--- src/rtl/mcr_pkg.sv ---
// register map, field layout and reset values of the misc register bank
// assumes a 16-bit register port with byte address and two byte enables
package mcr_pkg;

   // -----------------------------------------------------------------
   // register offsets (byte addresses, word aligned)
   // -----------------------------------------------------------------
   localparam logic [7:0] ADDR_WM  = 8'hB4;
   localparam logic [7:0] ADDR_CID = 8'hC0;
   localparam logic [7:0] ADDR_GCC = 8'hC6;
   localparam logic [7:0] ADDR_IAC = 8'hC8;
   localparam logic [7:0] ADDR_IDL = 8'hD0;
   localparam logic [7:0] ADDR_IDH = 8'hD2;
   localparam logic [7:0] ADDR_PEC = 8'hD4;

   // reserved holes, no function behind them
   localparam logic [7:0] RSV0_LO = 8'hB6;
   localparam logic [7:0] RSV0_HI = 8'hBF;
   localparam logic [7:0] RSV1_LO = 8'hC2;
   localparam logic [7:0] RSV1_HI = 8'hC5;
   localparam logic [7:0] RSV2_LO = 8'hCA;
   localparam logic [7:0] RSV2_HI = 8'hCF;

   // -----------------------------------------------------------------
   // reset values and identification (id values are arbitrary)
   // -----------------------------------------------------------------
   localparam logic [11:0] WM_RST   = 12'h040;
   localparam logic [15:0] GCC_RST  = 16'h0835;
   localparam logic [7:0]  ID_FAM   = 8'h5A;
   localparam logic [3:0]  ID_CHIP  = 4'h3;
   localparam logic [2:0]  ID_REV   = 3'h2;

   // -----------------------------------------------------------------
   // field positions
   // -----------------------------------------------------------------
   localparam int          LED_SEL_BIT = 9;
   localparam int          RDEN_BIT    = 12;
   localparam int          TSEL_HI     = 11;
   localparam int          TSEL_LO     = 10;
   localparam logic [1:0]  TSEL_STAT   = 2'h3;
   localparam int          PEC_DLY_BIT = 14;
   localparam int          PEC_R13_BIT = 13;
   localparam int          PEC_AWK_BIT = 7;
   localparam int          NUM_CNT     = 32;

endpackage

--- src/rtl/mcr_bank.sv ---
// misc register bank: rx overrun watermark, chip id, led mode,
// indirect statistics counter access and power event control.
// assumes the serial front end delivers one-cycle rd/wr strobes
// with a byte address and byte enables, synchronous to clk.
//
// Function
// - 12-bit rx overrun watermark in dwords, reset 0x040, bits 15-12 reserved
// - id register returns fixed family, chip and revision fields, bit0 reserved
// - led mode bit 9 swaps indicator meanings between speed/link-act and act/link
// - every write to indirect command register starts an indirect command
// - read enable set and table select 11: read the counter then clear it; otherwise no operation
// - five-bit indirect address picks one of 32 statistics counters
// - data low register presents counter bits 15-0
// - data high register presents counter bits 31-16
// - delay enable holds power event output until clocks are ready
// - delay setting only counts while auto wake-up enable is set
// - offsets b6-bf, c2-c5, ca-cf are reserved with no function
// - auto wake-up returns to normal power once energy persists long enough
`timescale 1ns/1ns
module mcr_bank
   import mcr_pkg::*;
(
   // clock and reset
   input  wire logic        clk,
   input  wire logic        rst,
   // register port
   input  wire logic [7:0]  reg_addr,
   input  wire logic [1:0]  reg_be,
   input  wire logic        reg_wr,
   input  wire logic        reg_rd,
   input  wire logic [15:0] reg_wdata,
   output logic      [15:0] reg_rdata,
   output logic             reg_rvalid,
   // statistics events, one pulse per counter
   input  wire logic [31:0] stat_inc,
   // link status for the indicators
   input  wire logic        link_up,
   input  wire logic        speed100,
   input  wire logic        activity,
   output logic             indicator_first,
   output logic             indicator_second,
   // power management
   input  wire logic        wake_event,
   input  wire logic        clocks_ready,
   input  wire logic        energy_mode,
   input  wire logic        low_power,
   input  wire logic        energy_persisted,
   output logic             power_event_output,
   output logic             wake_to_normal,
   // settings used by the queue manager
   output logic [11:0]      watermark_config_field
);

   // -----------------------------------------------------------------
   // storage and decode
   // -----------------------------------------------------------------
   logic [11:0] rx_overrun_watermark;
   logic        cid_rsv;
   logic [15:0] global_chip_control;
   logic [15:0] indirect_access_command;
   logic [15:0] indirect_data_low_word;
   logic [15:0] indirect_data_high_word;
   logic [2:0]  power_event_control;   // {bit14, bit13, bit7}
   logic [31:0] stat_cnt [NUM_CNT];
   logic [7:0]  word_addr;
   logic [15:0] cid_word;
   logic [15:0] next_iac;
   logic        cmd_go;
   logic [4:0]  cmd_addr;
   logic [31:0] sel_val;
   logic        dly_active;
   logic        led_mode_select;

   assign word_addr = {reg_addr[7:1], 1'b0};
   assign cid_word  = {ID_FAM, ID_CHIP, ID_REV, cid_rsv};
   assign watermark_config_field = rx_overrun_watermark;
   assign led_mode_select = global_chip_control[LED_SEL_BIT];

   // byte-lane merge for partial writes
   function automatic logic [15:0] merge(input logic [15:0] old,
                                         input logic [15:0] nw,
                                         input logic [1:0]  be);
      merge = {be[1] ? nw[15:8] : old[15:8], be[0] ? nw[7:0] : old[7:0]};
   endfunction

   // command word as it stands after this write
   assign next_iac = merge(indirect_access_command, reg_wdata, reg_be);
   // any write to the command register is a command; only a read
   // of the statistics table does anything
   assign cmd_go   = reg_wr && word_addr == ADDR_IAC
                     && next_iac[RDEN_BIT]
                     && next_iac[TSEL_HI:TSEL_LO] == TSEL_STAT;
   assign cmd_addr = next_iac[4:0];
   assign sel_val  = stat_cnt[cmd_addr];

   // -----------------------------------------------------------------
   // writable registers
   // -----------------------------------------------------------------
   // watermark; reserved upper nibble is never stored
   always_ff @(posedge clk) begin
      if (rst) begin
         rx_overrun_watermark <= WM_RST;
      end else if (reg_wr && word_addr == ADDR_WM) begin
         rx_overrun_watermark <= 12'(merge({4'h0, rx_overrun_watermark}, reg_wdata, reg_be));
      end
   end

   // id reserved bit and global control
   always_ff @(posedge clk) begin
      if (rst) begin
         cid_rsv             <= 1'b0;
         global_chip_control <= GCC_RST;
      end else if (reg_wr) begin
         if (word_addr == ADDR_CID && reg_be[0]) begin
            cid_rsv <= reg_wdata[0];
         end
         if (word_addr == ADDR_GCC) begin
            global_chip_control <= merge(global_chip_control, reg_wdata, reg_be);
         end
      end
   end

   // indirect command register holds whatever software last wrote
   always_ff @(posedge clk) begin
      if (rst) begin
         indirect_access_command <= 16'h0000;
      end else if (reg_wr && word_addr == ADDR_IAC) begin
         indirect_access_command <= next_iac;
      end
   end

   // data words: a counter read overrides a software write in the
   // same cycle, since they cannot both hit one address at once
   always_ff @(posedge clk) begin
      if (rst) begin
         indirect_data_low_word  <= 16'h0000;
         indirect_data_high_word <= 16'h0000;
      end else if (cmd_go) begin
         indirect_data_low_word  <= sel_val[15:0];
         indirect_data_high_word <= sel_val[31:16];
      end else if (reg_wr) begin
         if (word_addr == ADDR_IDL) begin
            indirect_data_low_word <= merge(indirect_data_low_word, reg_wdata, reg_be);
         end
         if (word_addr == ADDR_IDH) begin
            indirect_data_high_word <= merge(indirect_data_high_word, reg_wdata, reg_be);
         end
      end
   end

   // power event control; only delay, bit 13 and auto wake live here
   always_ff @(posedge clk) begin
      if (rst) begin
         power_event_control <= 3'h0;
      end else if (reg_wr && word_addr == ADDR_PEC) begin
         if (reg_be[1]) begin
            power_event_control[2:1] <= {reg_wdata[PEC_DLY_BIT], reg_wdata[PEC_R13_BIT]};
         end
         if (reg_be[0]) begin
            power_event_control[0] <= reg_wdata[PEC_AWK_BIT];
         end
      end
   end

   // -----------------------------------------------------------------
   // statistics counters
   // -----------------------------------------------------------------
   // clear-on-read; an event landing on the read cycle is kept as 1
   // so no count is lost between the snapshot and the clear
   for (genvar i = 0; i < NUM_CNT; i++) begin : g_cnt
      always_ff @(posedge clk) begin
         if (rst) begin
            stat_cnt[i] <= 32'h0000_0000;
         end else if (cmd_go && cmd_addr == 5'(i)) begin
            stat_cnt[i] <= {31'h0000_0000, stat_inc[i]};
         end else if (stat_inc[i]) begin
            stat_cnt[i] <= stat_cnt[i] + 32'h0000_0001;
         end
      end
   end

   // -----------------------------------------------------------------
   // read path
   // -----------------------------------------------------------------
   // read data registered, valid one cycle after the strobe;
   // holes and unmapped offsets read zero and ignore writes
   always_ff @(posedge clk) begin
      if (rst) begin
         reg_rdata  <= 16'h0000;
         reg_rvalid <= 1'b0;
      end else begin
         reg_rvalid <= reg_rd;
         if (reg_rd) begin
            unique case (word_addr)
               ADDR_WM:  reg_rdata <= {4'h0, rx_overrun_watermark};
               ADDR_CID: reg_rdata <= cid_word;
               ADDR_GCC: reg_rdata <= global_chip_control;
               ADDR_IAC: reg_rdata <= indirect_access_command;
               ADDR_IDL: reg_rdata <= indirect_data_low_word;
               ADDR_IDH: reg_rdata <= indirect_data_high_word;
               ADDR_PEC: reg_rdata <= {1'b0, power_event_control[2:1], 5'h00,
                                       power_event_control[0], 7'h00};
               default:  reg_rdata <= 16'h0000;
            endcase
         end
      end
   end

   // -----------------------------------------------------------------
   // indicators and power event
   // -----------------------------------------------------------------
   // indicator drive follows the mode select
   always_ff @(posedge clk) begin
      if (rst) begin
         indicator_first  <= 1'b0;
         indicator_second <= 1'b0;
      end else if (led_mode_select) begin
         indicator_second <= activity;
         indicator_first  <= link_up;
      end else begin
         indicator_second <= speed100;
         indicator_first  <= link_up && activity;
      end
   end

   // delay counts only with auto wake enabled
   assign dly_active = power_event_control[2] && power_event_control[0];

   // power event output, active high
   always_ff @(posedge clk) begin
      if (rst) begin
         power_event_output <= 1'b0;
      end else begin
         power_event_output <= wake_event && (!dly_active || clocks_ready);
      end
   end

   // return to normal power once energy has persisted long enough
   always_ff @(posedge clk) begin
      if (rst) begin
         wake_to_normal <= 1'b0;
      end else begin
         wake_to_normal <= power_event_control[0] && energy_mode
                           && low_power && energy_persisted;
      end
   end
endmodule

--- config.mk ---
export PLATFORM = sky130hd
export DESIGN_NAME = mcr_bank
export DESIGN_NICKNAME = d
export VERILOG_FILES = /design/src/rtl/mcr_pkg.sv /design/src/rtl/mcr_bank.sv
export SDC_FILE = /design/constraint.sdc
export NUM_CORES = 2
export LEC_CHECK = 0
export BUFFER_PORTS_ARGS = -buffer_cell sky130_fd_sc_hd__buf_2
export CAP_MARGIN = 20
export CELL_PAD_IN_SITES_DETAIL_PLACEMENT = 1
export CELL_PAD_IN_SITES_GLOBAL_PLACEMENT = 2
export CORE_ASPECT_RATIO = 1.2
export CORE_MARGIN = 2
export CORE_UTILIZATION = 40
export CTS_CLUSTER_SIZE = 40
export DETAILED_ROUTE_END_ITERATION = 10
export PLACE_DENSITY_LB_ADDON = 0.1
export SLEW_MARGIN = 25
export SYNTH_ARGS = -nofsm -noshare
export SYNTH_HDL_FRONTEND = slang
export SYNTH_SLANG_ARGS = --single-unit
--- constraint.sdc ---
create_clock -name clk -period 3 [get_ports clk]
set_input_delay 0.15 -clock clk [delete_from_list [all_inputs] [get_ports clk]]
set_output_delay 0.15 -clock clk [all_outputs]
set_load 0.02 [all_outputs]
### Word level (Yosys, flattened, before mapping)

Memory sizes are Yosys's and may differ from the RTL's.
Cells that the tools add are included.

* output and inout bits: 33
* memory bits (read-only): 0
* latch bits: 0
* memory bits (writable): 1024
* flip-flop bits (word level): 101
* word-level logic and storage cells: 524
* memories kept: 1
* input bits: 70

* equality and inequality tests: 39
* div/mod/pow operators: 0
* reduce and logical (&&, ||, !) cells: 65
* multiplexer cells: 303
* $add $sub $neg: 32
* order comparisons: 0
* shift operators: 0
* multipliers: 0
* bitwise logic cells: 64

Memory list
* stat_cnt: depth 32, bits a word 32, rd ports 33, clocked after Yosys merged registers in 0, write ports 32, RTL line mcr_bank.sv:64 `logic [31:0] stat_cnt [NUM_CNT];`

Operators by type and width (count)
* 32-bit two-way mux: 64
* 32-bit by 1-bit adder with 32-bit output, second input constant: 32
* 1-bit two-way mux: 228
* 16-bit case mux with 7 select lines: 1
* 16-bit two-way mux: 6
* 5-bit equality test, second input constant: 16
* 1-bit bitwise OR: 64
* 7-bit equality test, second input constant: 7
* 1-bit logical AND: 44
* 5-bit by 4-bit equality test with 1-bit output, second input constant: 8
* 5-bit by 3-bit equality test with 1-bit output, second input constant: 4
* 3-bit AND reduction: 6
* 8-bit two-way mux: 2
* 2-bit AND reduction: 7
* 5-bit by 2-bit equality test with 1-bit output, second input constant: 2
* 5-bit two-way mux: 2
* 2-bit nonzero test: 5
* 5-bit by 1-bit equality test with 1-bit output, second input constant: 1
* 5-bit logical NOT: 1
* 2-bit equality test, second input constant: 1
* 1-bit logical NOT: 1
* 1-bit logical OR: 1

### Longest topological paths before layout

* depth after elaboration: 10
* depth in mapped cells: 11

### Worst setup path before layout

No wires, ideal clock.

* path kind: in2reg
* start: input reg_be[0]
* end: memory stat_cnt[1][0] (enable)
* buffers on the path: 4
* stages on the path: 8
* data required time: 2611 ps
* setup time: 389 ps
* data arrival time: 2301 ps
* path slack: 310 ps
* cell sequence: buf_6 -> buf_6 -> buf_2 -> mux2i_1 -> buf_2 -> and3_1 -> nand2_1 -> nand2_1

RTL lines
* from (decl): RTL line mcr_bank.sv:28 `input wire logic [1:0] reg_be,`
* to (decl): RTL line mcr_bank.sv:64

### Final worst setup path

* start: register indirect_access_command[1]
* end: register indirect_data_low_word[3]

* word-level cells in the longest chain between the ends: 3

RTL lines
* from (decl): RTL line mcr_bank.sv:60 `logic [15:0] indirect_access_command;`
* from (signal assigned): RTL line mcr_bank.sv:128 `indirect_access_command <= next_iac;`
* 5-bit two-way mux: RTL line mcr_bank.sv:83 `merge = {be[1] ? nw[15:8] : old[15:8], be[0] ? nw[7:0] : old[7:0]};`
* memory read 32 x 32 bit
* 16-bit two-way mux: RTL line mcr_bank.sv:138 `end else if (cmd_go) begin`
* to (signal assigned): RTL line mcr_bank.sv:139 `indirect_data_low_word <= sel_val[15:0];`
* to (signal assigned): RTL line mcr_bank.sv:143 `indirect_data_low_word <= merge(indirect_data_low_word, reg_wdata, reg_be);`
* to (decl): RTL line mcr_bank.sv:61 `logic [15:0] indirect_data_low_word;`

Every way passes these cells.
A chain may end at the register's enable or synchronous reset.

==> impl_metrics.sql <==
INSERT INTO impl_metrics (metric_group, metric, value, unit) VALUES
('status', 'outcome', 'finished with violations', ''),
('status', 'violations_in_the_final_reports', 'setup timing', ''),
('power_and_ir_drop', 'p_leak', '0.0277', 'uW'),
('timing', 'maxSlewHeadroom', '0.383', ''),
('routing', 'routed_wirelength', '257', 'mm'),
('critical_path', 'startpoint', 'indirect_access_command[1]', ''),
('die', 'ioPinCount', '103', ''),
('final_layout', 'fillCellCount', '18900', ''),
('clocking', 'post-cts-setup-buffer-count', '0', ''),
('timing', 'period_minus_slack', '3.01', 'ns'),
('run', 'cap_viol_max_count', '0', ''),
('global_route', 'grt_util_all_layers', '0.290', ''),
('synthesis', 'synth-edff-count', '1024', ''),
('routing', 'first_pass_iters', '8', ''),
('placed_design', 'gp_congestion', '0.953', ''),
('synthesis', 'synth_area_per_cell', '10.1', 'um^2'),
('critical_path', 'critical_path_required', '3.67', 'ns'),
('routing', 'viasPerCell', '5.88', ''),
('global_route', 'gr_ovfl_total', '0', ''),
('power_and_ir_drop', 'netSwitchingFraction', '0.269', ''),
('power_and_ir_drop', 'power.share.clock', '0.429', ''),
('final_layout', 'multiInputGateArea', '34100', 'um^2'),
('clocking', 'clockBufferDepth', '3', ''),
('die', 'die_area', '176000', 'um^2'),
('critical_path', 'crit_path_arrival_time', '3.68', 'ns'),
('clocking', 'clock_sinks', '1125', ''),
('global_route', 'first_pass_grt_wire_length', '380', 'mm'),
('critical_path', 'reg2reg_from', 'indirect_access_command[1]', ''),
('routing', 'drc_errors', '0', ''),
('die', 'core', '172000', 'um^2'),
('timing', 'finalHoldViolCount', '0', ''),
('global_route', 'via_count_of_the_first_global_routing_pass', '55300', ''),
('synthesis', 'synth.top_cells.by_area', 'edfxtp_1 (45%), nor2_1 (7.3%), xor2_1 (6.5%)', ''),
('power_and_ir_drop', 'combinationalPowerShare', '0.100', ''),
('critical_path', 'timing_worst_setup_path_type', 'reg2reg', ''),
('routing', 'postRouteAntennaNets', '0', ''),
('timing', 'min_period_over_period', '1.00', ''),
('timing', 'rsz0062_at_grt', 'true', ''),
('timing', 'finalWorstSetupSlack', '-0.0102', 'ns'),
('power_and_ir_drop', 'peakVddDrop', '0.000490', 'V'),
('power_and_ir_drop', 'switching_power', '11100', 'uW'),
('timing', 'final.setup_skew', '0.0288', 'ns'),
('critical_path', 'maximum_fanout_along_the_worst_path', '60', ''),
('synthesis', 'ys.flop_type', 'edfxtp_1', ''),
('placed_design', 'placed_cell_area', '74700', 'um^2'),
('routing', 'drtIter0Drc', '5039', ''),
('power_and_ir_drop', 'sequentialPowerShare', '0.470', ''),
('die', 'initial_core_util', '0.401', ''),
('routing', 'avgRoutedWirePerCell', '27.0', 'um'),
('timing', 'report.final.setup_viol', '1', ''),
('synthesis', 'yosys_warnings', '0', ''),
('synthesis', 'synth_cell_type_count', '83', ''),
('clocking', 'clkLatencyLatePin', '0.81', 'ns'),
('synthesis', 'yosysSeqAreaShare', '0.475', ''),
('clocking', 'root_buffer_selected_by_cts', 'clkbuf_16', ''),
('clocking', 'clkSlewWorstSetupHoldPaths', '0.06', 'ns'),
('synthesis', 'yosysTopAreaCell', 'edfxtp_1', ''),
('timing', 'maxClockFrequency', '332', 'MHz'),
('synthesis', 'syn_nets', '6929', ''),
('global_route', 'antenna_found_initial', '8', ''),
('synthesis', 'synth.ff_latch_count', '1125', ''),
('clocking', 'tritoncts_clock_tree', 'yes', ''),
('final_layout', 'final_cell_area', '80200', 'um^2'),
('final_layout', 'area.sequential', '32800', 'um^2'),
('die', 'floorplan.die.height', '459', 'um'),
('power_and_ir_drop', 'internal-power', '30300', 'uW'),
('min_path', 'hold_class', 'in2reg', ''),
('final_layout', 'final_common_cell', 'nor2_1', ''),
('min_path', 'min_from', 'reg_addr[1]', ''),
('synthesis', 'netlist_instances', '6827', ''),
('die', 'chipWidth', '383', 'um');
## power groups by stage
stage	registers [uW]	clock network [uW]	logic, uW
3_3_place_gp	19700	0	4010
2_1_floorplan	19200	0	2350
3_5_place_dp	19800	0	4060
6_report	19500	17800	4160
4_1_cts	19400	18200	4150
5_1_grt	19600	18700	4430
## cell usage after synthesis, types with 52 or more instances
| cell type | n |
|---|---|
| a21oi_1 | 121 |
| buf_4 | 52 |
| nand2b_1 | 67 |
| nand3_1 | 434 |
| xor2_1 | 514 |
| clkbuf_1 | 174 |
| dfxtp_1 | 101 |
| mux4_2 | 91 |
| nor4bb_1 | 130 |
| nand2_1 | 463 |
| a31o_2 | 142 |
| buf_2 | 127 |
| mux2i_1 | 175 |
| and3_1 | 136 |
| o22ai_1 | 57 |
| nor3_1 | 120 |
| edfxtp_1 | 1024 |
| o21ai_0 | 94 |
| a21boi_0 | 69 |
| a2111oi_0 | 59 |
| nor2_1 | 1336 |
| nand4_1 | 191 |
| inv_1 | 134 |
| and4_1 | 98 |
| xnor2_1 | 426 |
## per-stage QoR
| step | setup WS (ns) | cells | util | total power [uW] | TNS, ns |
|---|---|---|---|---|---|
| after floorplan | 0.310 | 6827 | - | 21600 | 0 |
| after global placement | -0.181 | 9203 | 0.435 | 23700 | -0.493 |
| after detailed placement | -0.194 | 9203 | 0.435 | 23800 | -0.481 |
| after CTS | 0.0199 | 9516 | 0.466 | 41800 | 0 |
| after global routing | -0.0330 | 9517 | 0.466 | 42700 | -0.0670 |
| final | -0.0102 | 9521 | 0.466 | 41400 | -0.0102 |
## worst paths after layout
path	end	slack, ns	depth (start not counted)
hold / removal	reg_rdata[4]	0.09	4
setup reg to reg	indirect_data_low_word[3]	-0.01	9
setup / recovery	indirect_data_low_word[3]	-0.01	9
hold reg to reg	global_chip_control[2]	0.47	1
## final cells by class
| type | count | share of cell area |
|---|---|---|
| Sequential cell | 1125 | 0.409 |
| Clock inverter | 73 | 0.0102 |
| Clock buffer | 173 | 0.0482 |
| Timing Repair Buffer | 538 | 0.0657 |
| Multi-Input combinational cell | 5192 | 0.425 |
| Antenna cell | 5 | 0.000156 |
| Tap cell | 2281 | 0.0356 |
| Inverter | 134 | 0.00627 |
## registers in the layout, indices dropped and copies added (netlist names)
signal / flops
indirect_data_low_word: 16
power_event_control: 3
indicator_second: 1
reg_rdata: 16
indirect_data_high_word: 16
global_chip_control: 16
reg_rvalid: 1
power_event_output: 1
stat_cnt: 1024
indirect_access_command: 16
cid_rsv: 1
indicator_first: 1
wake_to_normal: 1
watermark_config_field: 12
## kinds of logic (layout without fill, tap and decap cells)
group	Yosys count	count (layout)	synth area share
buf+inv	510	918	0.0341
fa+ha+maj	32	32	0.00580
mux	273	273	0.0566
compound gates	748	748	0.0793
other cells	0	5	0
simple gates	3199	3199	0.230
flops	1125	1125	0.475
xor+xnor	940	940	0.119
## repair_timing
item                       4_1_cts  5_1_grt
hold buffers                    67        0
resized for setup                5       11
setup endpoints to repair        4       11
pin swaps                        0        0
hold endpoints to repair       796        0
## routing by layer
layer  track usage  part of all wire  vias to the layer above
met5             0          0.000085                        -
met1         0.411              0.45                    28600
met4        0.0992             0.036                        4
met3        0.0416             0.058                      310
met2         0.452              0.45                     1513
li1              -                 -                    25500
## worst max-delay path: stages (launching register included)
cell and delay (ns):
dfxtp_4 0.44, buf_12 0.27, or3_1 0.19, o31ai_4 0.10
buf_12 0.19, a2111oi_1 0.61, buf_4 0.23, o22ai_1 0.14
o21ai_0 0.53, nand3_1 0.13
Power figures use the tool's default switching activity.
